===== src/spm_pkg.sv =====
package spm_pkg;
    // Register byte addresses (low address byte only)
    localparam logic [7:0] CTRL_OFS = 8'h00;
    localparam logic [7:0] STAT_OFS = 8'h04;
    localparam logic [7:0] DATA_OFS = 8'h08;
    // Control field positions
    localparam int IRQEN_BIT = 7;
    localparam int PORTEN_BIT = 6;
    localparam int BYPASS_BIT = 5;
    localparam int CSEL_BIT = 4;
    localparam int CLOCK_IDLE_LEVEL_BIT = 3;
    localparam int CLOCK_CAPTURE_PHASE_BIT = 2;
    localparam int RATE_LSB = 0;
    // Status field positions
    localparam int DONE_BIT = 7;
    localparam int WRITE_COLLISION_FLAG_BIT = 6;
    localparam int OVR_BIT = 5;
    localparam int MASTER_FAULT_FLAG_BIT = 4;
    // Reset values
    localparam logic [7:0] CTRL_RST = 8'h00;
    localparam logic [7:0] BYTE_RST = 8'h00;
    // Edges in one byte: two per bit
    localparam logic [3:0] LAST_EDGE = 4'hf;

    typedef logic [31:0] spm_word_t;
    typedef enum {SPM_IDLE, SPM_RUN} spm_state_e;

    // Half period of the serial clock in system clocks
    function automatic logic [4:0] spm_half(input logic bypass, input logic [1:0] rate);
        logic [4:0] h;
        h = 5'h01 << rate;
        return bypass ? h : 5'(h << 1);
    endfunction
endpackage


===== src/spm_sync.sv =====
`timescale 1ns/1ps
module spm_sync #(
    parameter int W = 4
) (
    input wire logic clk, // System clock
    input wire logic rst_b, // Sync reset, active low
    input wire logic ce, // Clock enable
    input wire logic [W-1:0] din, // Asynchronous pin levels
    output logic [W-1:0] dout // Filtered levels
);
    import spm_pkg::*;
    if (W < 1) $error("spm_sync: W must be at least 1");

    logic [W-1:0] s1_ff, s2_ff, s3_ff, out_ff;
    logic [W-1:0] nxt_out;

    // Accept a change only once stages two and three agree
    always_comb
    begin
        for (int i = 0; i < W; i++)
            nxt_out[i] = (s2_ff[i] == s3_ff[i]) ? s3_ff[i] : out_ff[i];
    end

    always_ff @(posedge clk)
    begin
        if (!rst_b)
        begin
            s1_ff <= '0;
            s2_ff <= '0;
            s3_ff <= '0;
            out_ff <= '0;
        end
        else if (ce)
        begin
            s1_ff <= din;
            s2_ff <= s1_ff;
            s3_ff <= s2_ff;
            out_ff <= nxt_out;
        end
    end

    assign dout = out_ff;
endmodule


===== src/spm_baud.sv =====
`timescale 1ns/1ps
module spm_baud #(
    parameter int CW = 5
) (
    input wire logic clk, // System clock
    input wire logic rst_b, // Sync reset, active low
    input wire logic ce, // Clock enable
    input wire logic run, // Count while high
    input wire logic [4:0] half, // Half period in clocks
    output logic tick // One-cycle edge strobe
);
    import spm_pkg::*;
    if (CW < 5) $error("spm_baud: CW too small for half period");

    logic [CW-1:0] cnt_ff, nxt_cnt;

    // Counter restarts whenever the transfer is not running
    always_comb
    begin
        tick = run && (cnt_ff == CW'(half - 5'h01));
        if (!run || tick)
            nxt_cnt = '0;
        else
            nxt_cnt = cnt_ff + CW'(1);
    end

    always_ff @(posedge clk)
    begin
        if (!rst_b)
            cnt_ff <= '0;
        else if (ce)
            cnt_ff <= nxt_cnt;
    end
endmodule


===== src/spm_core.sv =====
// The address map and the AHB-Lite register port are this design's own decisions.
`timescale 1ns/1ps
// Function
// Four clock modes from idle level, phase
// Serial clock idles at idle level bit
// Phase 0 captures first edge, 1 second
// Disable port before changing idle level
// Slave uses same clock settings as master
// Master with select low sets fault flag
// Fault clears port enable and controller select
// Fault clears by status read, control write
// Fault blocks setting enable/select outside sequence
// Hold select high during fault clearing
// Byte before done cleared sets overrun
// Overrun keeps first byte, later ones lost
// Status register read clears overrun
// Clear done flag before next transfer ends
// Data write while busy discarded, sets collision
// Collision flag never requests an interrupt
// Received byte buffered, read synchronously
// Interrupt enable gates done, fault, overrun
// Port enable reset low, connects pins
// Bit 5 bypasses divide-by-two, master only
// Bit 4 selects controller, turns pins
// Collision clears by status read, data access
module spm_core (
    input wire logic clk, // System clock, 25 MHz
    input wire logic rst_b, // Sync reset, active low
    input wire logic ce, // Clock enable, freezes state
    input wire logic hsel, // AHB slave select
    input wire spm_pkg::spm_word_t haddr, // AHB address
    input wire logic [1:0] htrans, // AHB transfer type
    input wire logic hwrite, // AHB write
    input wire logic [2:0] hsize, // AHB size, word only
    input wire spm_pkg::spm_word_t hwdata, // AHB write data
    input wire logic hready, // AHB bus ready
    output logic hreadyout, // AHB slave ready
    output spm_pkg::spm_word_t hrdata, // AHB read data
    output logic hresp, // AHB response, always OKAY
    input wire logic sckIn, // Serial clock pin in
    output logic sckOut, // Serial clock pin out
    output logic sckOe_b, // Serial clock drive, low drives
    input wire logic mosiIn, // Controller-out pin in
    output logic mosiOut, // Controller-out pin out
    output logic mosiOe_b, // Controller-out drive, low drives
    input wire logic misoIn, // Controller-in pin in
    output logic misoOut, // Controller-in pin out
    output logic misoOe_b, // Controller-in drive, low drives
    input wire logic ssIn_b, // Slave select pin, active low
    output logic irqReq, // Interrupt request level
    output logic portActive // Serial alternate functions on
);
    import spm_pkg::*;

    logic [3:0] pinS;
    logic sckS, mosiS, misoS, ssS_b, tick;

    // Pins arrive from outside the clock domain
    spm_sync #(.W(4)) uSync (
        .clk(clk),
        .rst_b(rst_b),
        .ce(ce),
        .din({ssIn_b, misoIn, mosiIn, sckIn}),
        .dout(pinS)
    );
    assign sckS = pinS[0];
    assign mosiS = pinS[1];
    assign misoS = pinS[2];
    assign ssS_b = pinS[3];

    logic [7:0] ctrl_ff, nxt_ctrl;
    logic done_ff, write_collision_flag_ff, ovr_ff, master_fault_flag_ff;
    logic nxt_done, nxt_write_collision_flag, nxt_ovr, nxt_master_fault_flag;
    logic doneArm_ff, wcolArm_ff, modfArm_ff;
    logic nxt_doneArm, nxt_wcolArm, nxt_modfArm;
    logic [7:0] rxBuf_ff, txSh_ff, rxSh_ff;
    logic [7:0] nxt_rxBuf, nxt_txSh, nxt_rxSh;
    logic outBit_ff, sckLvl_ff, sckPrev_ff;
    logic nxt_outBit, nxt_sckLvl, nxt_sckPrev;
    logic [3:0] edgeCnt_ff, nxt_edgeCnt;
    spm_state_e state_ff, nxt_state;
    logic aValid_ff, aWrite_ff, nxt_aValid, nxt_aWrite;
    logic [7:0] aAddr_ff, nxt_aAddr;
    spm_word_t hrdata_ff, nxt_hrdata;

    logic controller, portEn, clock_idle_level, clock_capture_phase, busy;
    logic busRd, rdStat, rdData, wrCtrl, wrData;
    logic edgeEv, leading, inBit, byteDone;
    logic [7:0] stat, wByte;

    assign controller = ctrl_ff[CSEL_BIT];
    assign portEn = ctrl_ff[PORTEN_BIT];
    assign clock_idle_level = ctrl_ff[CLOCK_IDLE_LEVEL_BIT];
    assign clock_capture_phase = ctrl_ff[CLOCK_CAPTURE_PHASE_BIT];
    assign busy = (state_ff == SPM_RUN);
    assign stat = {done_ff, write_collision_flag_ff, ovr_ff, master_fault_flag_ff, 4'h0};
    assign wByte = hwdata[7:0];

    // Divider runs only for a controller transfer, so bit 5 has no slave effect
    spm_baud #(.CW(5)) uBaud (
        .clk(clk),
        .rst_b(rst_b),
        .ce(ce),
        .run(busy && controller),
        .half(spm_half(ctrl_ff[BYPASS_BIT], ctrl_ff[RATE_LSB +: 2])),
        .tick(tick)
    );

    // Read side effects act in the address phase, writes in the data phase
    always_comb
    begin
        busRd = hsel && htrans[1] && hready && !hwrite;
        rdStat = busRd && (haddr[7:0] == STAT_OFS);
        rdData = busRd && (haddr[7:0] == DATA_OFS);
        wrCtrl = aValid_ff && aWrite_ff && (aAddr_ff == CTRL_OFS);
        wrData = aValid_ff && aWrite_ff && (aAddr_ff == DATA_OFS);
        nxt_aValid = hsel && htrans[1] && hready;
        nxt_aWrite = hwrite;
        nxt_aAddr = haddr[7:0];
        nxt_hrdata = hrdata_ff;
        if (busRd)
        begin
            case (haddr[7:0])
                CTRL_OFS: nxt_hrdata = {24'h000000, ctrl_ff};
                STAT_OFS: nxt_hrdata = {24'h000000, stat};
                DATA_OFS: nxt_hrdata = {24'h000000, rxBuf_ff};
                default: nxt_hrdata = 32'h00000000;
            endcase
        end
    end

    always_ff @(posedge clk)
    begin
        if (!rst_b)
        begin
            aValid_ff <= 1'b0;
            aWrite_ff <= 1'b0;
            aAddr_ff <= 8'h00;
            hrdata_ff <= 32'h00000000;
        end
        else if (ce)
        begin
            aValid_ff <= nxt_aValid;
            aWrite_ff <= nxt_aWrite;
            aAddr_ff <= nxt_aAddr;
            hrdata_ff <= nxt_hrdata;
        end
    end

    // Transfer engine, flags and control register
    always_comb
    begin
        nxt_ctrl = ctrl_ff;
        nxt_done = done_ff;
        nxt_write_collision_flag = write_collision_flag_ff;
        nxt_ovr = ovr_ff;
        nxt_master_fault_flag = master_fault_flag_ff;
        nxt_doneArm = doneArm_ff;
        nxt_wcolArm = wcolArm_ff;
        nxt_modfArm = modfArm_ff;
        nxt_rxBuf = rxBuf_ff;
        nxt_txSh = txSh_ff;
        nxt_rxSh = rxSh_ff;
        nxt_outBit = outBit_ff;
        nxt_sckLvl = sckLvl_ff;
        nxt_sckPrev = sckS;
        nxt_edgeCnt = edgeCnt_ff;
        nxt_state = state_ff;
        byteDone = 1'b0;
        leading = !edgeCnt_ff[0];
        inBit = controller ? misoS : mosiS;
        // A slave edge is any accepted change of the clock pin while enabled and selected
        if (controller)
            edgeEv = busy && tick;
        else
            edgeEv = portEn && !ssS_b && (sckS != sckPrev_ff);

        // Clearing sequences; later set terms override
        if (rdStat && done_ff)
            nxt_doneArm = 1'b1;
        if (rdStat && write_collision_flag_ff)
            nxt_wcolArm = 1'b1;
        if (rdStat && master_fault_flag_ff)
            nxt_modfArm = 1'b1;
        if (doneArm_ff && (rdData || wrData))
        begin
            nxt_done = 1'b0;
            nxt_doneArm = 1'b0;
        end
        if (wcolArm_ff && (rdData || wrData))
        begin
            nxt_write_collision_flag = 1'b0;
            nxt_wcolArm = 1'b0;
        end
        if (rdStat)
            nxt_ovr = 1'b0;

        // Control write; a pending fault keeps enable and select low
        if (wrCtrl)
        begin
            if (modfArm_ff)
            begin
                nxt_ctrl = wByte;
                nxt_master_fault_flag = 1'b0;
                nxt_modfArm = 1'b0;
            end
            else if (master_fault_flag_ff)
            begin
                nxt_ctrl = wByte;
                nxt_ctrl[PORTEN_BIT] = portEn;
                nxt_ctrl[CSEL_BIT] = controller;
            end
            else
                nxt_ctrl = wByte;
        end

        // Data write: discarded while a byte is on the wire
        if (wrData)
        begin
            if (busy)
                nxt_write_collision_flag = 1'b1;
            else
            begin
                if (clock_capture_phase)
                    nxt_txSh = wByte;
                else
                begin
                    nxt_outBit = wByte[7];
                    nxt_txSh = {wByte[6:0], 1'b0};
                end
                if (controller && portEn)
                begin
                    nxt_state = SPM_RUN;
                    nxt_edgeCnt = 4'h0;
                end
            end
        end

        // One clock edge of the byte: sample or drive by phase
        if (edgeEv)
        begin
            if (leading != clock_capture_phase)
                nxt_rxSh = {rxSh_ff[6:0], inBit};
            if ((leading && clock_capture_phase) || (!leading && !clock_capture_phase && edgeCnt_ff != LAST_EDGE))
            begin
                nxt_outBit = txSh_ff[7];
                nxt_txSh = {txSh_ff[6:0], 1'b0};
            end
            nxt_sckLvl = !sckLvl_ff;
            if (edgeCnt_ff == LAST_EDGE)
            begin
                byteDone = 1'b1;
                nxt_state = SPM_IDLE;
                nxt_edgeCnt = 4'h0;
            end
            else
            begin
                nxt_state = SPM_RUN;
                nxt_edgeCnt = edgeCnt_ff + 4'h1;
            end
        end

        // Completed byte; an uncleared done flag means overrun
        if (byteDone)
        begin
            if (done_ff && nxt_done)
                nxt_ovr = 1'b1;
            else
            begin
                nxt_rxBuf = nxt_rxSh;
                nxt_done = 1'b1;
            end
        end

        // Slave deselect or disabled port abandons a partial byte
        if (!portEn || (!controller && ssS_b))
        begin
            nxt_state = SPM_IDLE;
            nxt_edgeCnt = 4'h0;
        end
        if (nxt_state == SPM_IDLE || !controller)
            nxt_sckLvl = clock_idle_level;

        // Controller sees select low: fault wins over any write
        if (controller && portEn && !ssS_b)
        begin
            nxt_master_fault_flag = 1'b1;
            nxt_ctrl[PORTEN_BIT] = 1'b0;
            nxt_ctrl[CSEL_BIT] = 1'b0;
            nxt_state = SPM_IDLE;
            nxt_edgeCnt = 4'h0;
        end
    end

    always_ff @(posedge clk)
    begin
        if (!rst_b)
        begin
            ctrl_ff <= CTRL_RST;
            done_ff <= 1'b0;
            write_collision_flag_ff <= 1'b0;
            ovr_ff <= 1'b0;
            master_fault_flag_ff <= 1'b0;
            doneArm_ff <= 1'b0;
            wcolArm_ff <= 1'b0;
            modfArm_ff <= 1'b0;
            rxBuf_ff <= BYTE_RST;
            txSh_ff <= BYTE_RST;
            rxSh_ff <= BYTE_RST;
            outBit_ff <= 1'b0;
            sckLvl_ff <= 1'b0;
            sckPrev_ff <= 1'b0;
            edgeCnt_ff <= 4'h0;
            state_ff <= SPM_IDLE;
        end
        else if (ce)
        begin
            ctrl_ff <= nxt_ctrl;
            done_ff <= nxt_done;
            write_collision_flag_ff <= nxt_write_collision_flag;
            ovr_ff <= nxt_ovr;
            master_fault_flag_ff <= nxt_master_fault_flag;
            doneArm_ff <= nxt_doneArm;
            wcolArm_ff <= nxt_wcolArm;
            modfArm_ff <= nxt_modfArm;
            rxBuf_ff <= nxt_rxBuf;
            txSh_ff <= nxt_txSh;
            rxSh_ff <= nxt_rxSh;
            outBit_ff <= nxt_outBit;
            sckLvl_ff <= nxt_sckLvl;
            sckPrev_ff <= nxt_sckPrev;
            edgeCnt_ff <= nxt_edgeCnt;
            state_ff <= nxt_state;
        end
    end

    // Bus answers with no wait state while enabled
    assign hreadyout = ce;
    assign hrdata = hrdata_ff;
    assign hresp = 1'b0;

    // Collision flag deliberately left out of the request
    assign irqReq = ctrl_ff[IRQEN_BIT] && (done_ff || master_fault_flag_ff || ovr_ff);

    // Pin directions follow enable and controller select
    assign portActive = portEn;
    assign sckOut = sckLvl_ff;
    assign sckOe_b = !(portEn && controller);
    assign mosiOut = outBit_ff;
    assign mosiOe_b = !(portEn && controller);
    assign misoOut = outBit_ff;
    assign misoOe_b = !(portEn && !controller && !ssS_b);
endmodule


===== config.mk =====
export PLATFORM = sky130hd
export DESIGN_NAME = spm_core
export DESIGN_NICKNAME = d
export VERILOG_FILES = /design/src/spm_pkg.sv /design/src/spm_sync.sv /design/src/spm_baud.sv /design/src/spm_core.sv
export SDC_FILE = /design/constraint.sdc
export NUM_CORES = 1
export LEC_CHECK = 0
export ABC_CLOCK_PERIOD_IN_PS = 3150
export CAP_MARGIN = 20
export CORE_MARGIN = 2
export CORE_UTILIZATION = 25
export DETAILED_ROUTE_END_ITERATION = 8
export DONT_BUFFER_PORTS = 1
export GPL_ROUTABILITY_DRIVEN = 0
export PLACE_DENSITY_LB_ADDON = 0.3
export REMOVE_ABC_BUFFERS = 1
export SLEW_MARGIN = 20
export SYNTH_ARGS = -nofsm -noshare
export SYNTH_HDL_FRONTEND = slang
export SYNTH_SLANG_ARGS = --single-unit

===== constraint.sdc =====
create_clock -name clk -period 3.15 [get_ports clk]
set_input_delay 0.63 -clock clk [delete_from_list [all_inputs] [get_ports clk]]
set_output_delay 0.63 -clock clk [all_outputs]
set_load 0.02 [all_outputs]

### Word-level counts from Yosys, hierarchy flattened

Cells that the tools add are included.
Widths: inputs -> output; s select.

* register bits: 141
* bits of input ports: 79
* output and inout port bits: 42
* logic and storage cells: 176

* add/subtract/negate cells: 3
* equal/unequal tests: 15
* shifts and indexed selects: 1
* muxes and demuxes: 59
* bitwise operators: 1
* reduce and logical (&&, ||, !) cells: 68

Operators with widths (number)
* $mux 32: 6
* $mux 8: 7
* $mux 1: 33
* $eq 32x2->1 const B: 1
* $logic_not 32->1: 1
* $logic_and 1x1->1: 28
* $mux 4: 7
* $pmux 8 s3: 1
* $mux 7: 3
* $reduce_and 2->1: 9
* $eq 8x4->1 const B: 2
* $logic_not 8->1: 2
* $logic_not 1->1: 10
* $mux 5: 2
* $reduce_bool 2->1: 5
* $reduce_and 3->1: 3
* $eq 8x3->1 const B: 1
* $reduce_bool 4->1: 2
* $logic_or 1x1->1: 7
* $add 5x1->5 const B: 1
* $eq 5x5->1: 1
* $shl 1x2->5 const A: 1
* $sub 5x1->5 const B: 1
* $add 4x1->4 const B: 1
* other kinds (8): 12

### Logic depth before layout (Yosys ltp)

* depth in word-level cells: 13
* depth in mapped cells: 9
* mapped depth without buffers: 8

### Modules after synthesis

A second synthesis with hierarchy kept.

* cell total of the unflattened synthesis: 602
* area total of the unflattened synthesis: 5554.1 µm²

Modules (own cells, without submodules)
* spm_core: instances 1, cells an instance 492, area each 4451.8 µm², seq. area each 1921.8 µm²
* spm_sync: instances 1, cells an instance 64, area each 689.4 µm², seq. area each 320.3 µm²
* spm_baud: instances 1, cells an instance 46, area each 412.9 µm², seq. area each 100.1 µm²

### Worst setup path after synthesis

Ideal clock, no wire load.

* kind: register -> register
* from: reg ctrl_ff[1]
* to: reg txSh_ff[1]
* library setup time: 0.136 ns
* data arrival time: 2.045 ns
* data required time: 3.014 ns
* slack: 0.968 ns
* stages on the path, launching flop included: 10
* buffers on the path: 2
* clock period less this slack: 2.182 ns
* cells stage by stage: dfxtp_1 -> buf_6 -> or2_0 -> a211o_1 -> a211oi_4 -> a31oi_4 -> or2_2 -> buf_2 -> o211ai_1 -> a31oi_1

* word-level cells in the longest chain between the ends: 8

RTL lines
* start: declaration: RTL line spm_core.sv:71 `logic [7:0] ctrl_ff, nxt_ctrl;`
* start signal: assignment: RTL line spm_core.sv:318 `ctrl_ff <= nxt_ctrl;`
* $shl 1x2->5: RTL line spm_pkg.sv:31 `h = 5'h01 << rate;`
* $mux 5: RTL line spm_pkg.sv:32 `return bypass ? h : 5'(h << 1);`
* $sub 5x1->5: RTL line spm_baud.sv:20 `tick = run && (cnt_ff == CW'(half - 5'h01));`
* $eq 5x5->1: RTL line spm_baud.sv:20
* $logic_and 1x1->1: RTL line spm_baud.sv:20
* $logic_and 1x1->1: RTL line spm_core.sv:174 `edgeEv = busy && tick;`
* $mux 1: RTL line spm_core.sv:173 `if (controller)`
* $mux 8: RTL line spm_core.sv:240 `if (edgeEv)`
* end signal: assignment: RTL line spm_core.sv:327 `txSh_ff <= nxt_txSh;`
* end: declaration: RTL line spm_core.sv:76 `logic [7:0] rxBuf_ff, txSh_ff, rxSh_ff;`

Every way passes these cells.
A chain may end at the register's enable or synchronous reset.

### Final worst setup path

* from: reg state_ff[10]
* to: reg state_ff[12]

* word-level cells in the longest chain between the ends: 8
* elaborated cells between the ends (all ways): 10
* classes of those cells: eq/ne: 1; mux: 6; reduce/logical: 3

RTL lines
* start: declaration: RTL line spm_core.sv:81 `spm_state_e state_ff, nxt_state;`
* start signal: assignment: RTL line spm_core.sv:333 `state_ff <= nxt_state;`
* $eq 32x2->1 *: RTL line spm_core.sv:95 `assign busy = (state_ff == SPM_RUN);`
* $logic_and 1x1->1: RTL line spm_core.sv:104 `.run(busy && controller),`
* $logic_and 1x1->1: RTL line spm_baud.sv:20
* $logic_and 1x1->1: RTL line spm_core.sv:174
* $mux 1: RTL line spm_core.sv:173
* $mux 32 *: RTL line spm_core.sv:240
* $mux 32 *: RTL line spm_core.sv:276 `if (!portEn || (!controller && ssS_b))`
* $mux 32 *: RTL line spm_core.sv:285 `if (controller && portEn && !ssS_b)`

Every way passes the cells marked *; elsewhere a longest branch is shown, timed or not.

==> results.cfg <==
[global_route]
grt_pass1_vias = 3766
grt_pass1_wl_microns = 19710
overflow = 0
grt_usage_pct = 11.16
grt_max_degree = 100
antenna_found_initial = 0

[final_layout]
post-route-util_pct = 28.61
final_common_cell = dfxtp_1
fin_nets = 686
area_growth_pct = 13.35
stdcell_count = 896
multiInputGateArea_sq_um = 2809
num_antenna_cells = 0
design_area_sq_um = 6185
n_fill_cell = 2267
final_cell_mix = dfxtp_1, nand2_1, mux2i_1
drive_gt1_share_pct = 9.740
regArea_sq_um = 2342

[placed_design]
port_buffers = 0
dp_cells = 864
dpl_cell_area_sq_um = 5593
dp_hpwl_microns = 8056

[route]
antenna_left = 0
drcViolationCount = 0
detail_route.wl_per_cell_microns = 13.46
wirelength_microns = 12060
firstDrtPassIters = 6
avgViaCountPerCell = 4.412
drt_iter0_markers = 212
num_vias = 3953

[power]
ir_drop_mv = 0.3304
power_density_nw_per_um2 = 569.8
finalPower_uw = 3524
leakagePower_uw = 0.002357

[synth]
synth-async-reset-ratio_pct = 0
synth_ff_type = dfxtp_1
ys_warn_count = 0
ys_types = 64
synth_edf_count = 0
netlist_instances = 613
ys_ff_latch = 117
ys_seq_area_share_pct = 42.93
synth_area_sq_um = 5456
avgSynthCellArea_sq_um = 8.901

[sta]
slew_headroom_pct = 60.24
setup_viol = 0
skew_ns = 0.006452
finalCritPeriodShare_pct = 77.86
tightest_slew_ns = 0.5950
setup_tns_ns = 0
hold_viol = 0
clock.fmax_ghz = 0.4077
rsz0062_at_grt = no
slew_viol_final = 0
min_period_ns = 2.453

[cts]
insertion_delay_ns = 0.41
clock_path_buffers = 2
cts_tree = yes
cts-htree-levels = 4
post_cts_resized = 0
numCtsBuffers = 17
cts.hold.buffers_added = 0
cts_root_buf = clkbuf_16
cts.sinks = 117
path_clk_slew_ns = 0.06
cts_setup_buffers = 0

[setup_path]
cp_cell_sequence = nor4_1, nand4_1, nor3b_1, and3_2, o31a_2, nor2b_2, buf_12, and2_1
start_kind = flip-flop
critPathSlowestCell = nor3b_1
r2r.worst_path.cells = 8
critPathMaxStageDelay_ns = 0.53
worst_ep_arrival_time_ns = 2.76
path_class = flip-flop to flip-flop
r2r_end = state_ff[12]$_SDFFE_PN0P_
r2r_setup_slack_ns = 0.70
critical_path_required_ns = 3.45
timing.rr.start = state_ff[10]$_SDFFE_PN0P_
critical_path.max_fanout = 24
crit_path_end_kind = flip-flop

[status]
run_status = finished, final reports clean

[worst_hold_path]
worstHoldPathCells = 2
hp-start = rst_b
min_to = rxSh_ff[5]$_SDFFE_PN0P_
hp-class = input pin to flip-flop

[die]
io_pins = 121
core-area_sq_um = 21620
fp.dieH_microns = 151.7
die_w_microns = 151.7
dieArea_sq_um = 23020
initial_core_util_pct = 25.24
num_rows = 54

[run]
max-cap-violations = 0
per-layer routing:
layer	track usage, %	wire length, microns	up-vias
met1	14.76	6091	1771
met4	4.769	205	0
met5	0	0	-
met3	5.539	1068	13
met2	15.18	4693	97
li1	-	-	2072
logic make-up (layout without fill, tap and decap cells):
kind of cell | Yosys count | count (layout) | synth area share, %
buffers and inverters | 67 | 46 | 7.246
AO/OA/AOI/OAI | 124 | 124 | 15.09
adder cells (fa/ha/maj) | 4 | 4 | 0.9173
multiplexers | 48 | 48 | 8.828
other | 1 | 25 | 0.06873
AND/OR/NAND/NOR | 246 | 246 | 23.96
XOR/XNOR | 6 | 6 | 0.9631
flip-flops | 117 | 117 | 42.93
Yosys cell counts, types with 3 or more instances:
master	number	area, sq um
a21boi_0	22	165.2
nand4_1	10	62.56
o211ai_1	9	67.56
ha_1	4	50.05
inv_1	7	26.28
xor2_1	5	43.79
clkbuf_1	19	71.32
dfxtp_1	117	2342
a21o_1	4	30.03
buf_4	28	210.2
buf_2	7	35.03
a31oi_1	9	56.30
nor4_1	8	50.05
nor2b_1	25	156.4
nand3_1	28	140.1
and2_1	40	250.2
nor3_1	3	15.01
mux2i_1	47	470.5
nor2_1	25	93.84
a21oi_1	16	80.08
nand2_1	74	277.8
buf_6	4	45.04
and3_1	8	50.05
o21ai_0	43	215.2
registers in the layout (all words and copies together) (netlist names), 4 cells and up:
name	flops
edgeCnt_ff	4
rxSh_ff	8
txSh_ff	8
rxBuf_ff	8
uBaud.cnt_ff	5
uSync.s3_ff	4
uSync.s1_ff	4
state_ff	32
hrdata	8
aAddr_ff	8
uSync.dout	4
uSync.s2_ff	4
ctrl_ff	8
metrics by stage:
stage,setup slack (ns),hold WS [ns]
3_5_place_dp,0.6638,0.4456
3_3_place_gp,0.6498,0.4424
2_1_floorplan,0.8702,0.4302
6_report,0.6974,0.3634
4_1_cts,0.6422,0.3107
5_1_grt,0.4581,0.3300
report_power, final:
group | internal (uW) | switching, uW
sequential | 1500 | 14.5
combinational | 42.9 | 58.4
clock | 1190 | 719
total | 2730 | 792
critical path: cells and delay by family (launching register included):
kind / cells / cell delay [ns]
simple gates: 6 / 1.65
flops: 1 / 0.30
buf+inv: 1 / 0.16
compound gates: 1 / 0.23
final cells by class:
class                   count  area share [%]
well taps                 280           5.665
clock inverters            14           2.468
inverters                   7          0.4248
multi-input cells         453           45.42
flip-flops and latches    117           37.87
clock buffers              18           7.101
repair buffers              7           1.052
worst max path at each step:
stage,startpoint,to,slack [ns],cells past startpoint
finish,state_ff[10]$_SDFFE_PN0P_,state_ff[12]$_SDFFE_PN0P_,0.70,8
global route,state_ff[21]$_SDFFE_PN0P_,state_ff[24]$_SDFFE_PN0P_,0.46,8
CTS,state_ff[10]$_SDFFE_PN0P_,state_ff[12]$_SDFFE_PN0P_,0.64,8
detailed placement,state_ff[10]$_SDFFE_PN0P_,state_ff[21]$_SDFFE_PN0P_,0.66,8
global placement,state_ff[10]$_SDFFE_PN0P_,state_ff[15]$_SDFFE_PN0P_,0.65,8
floorplan,ctrl_ff[1]$_SDFFE_PN0P_,rxBuf_ff[1]$_SDFFE_PN0P_,0.87,7
Note: power is estimated with default switching activity, not from simulation.
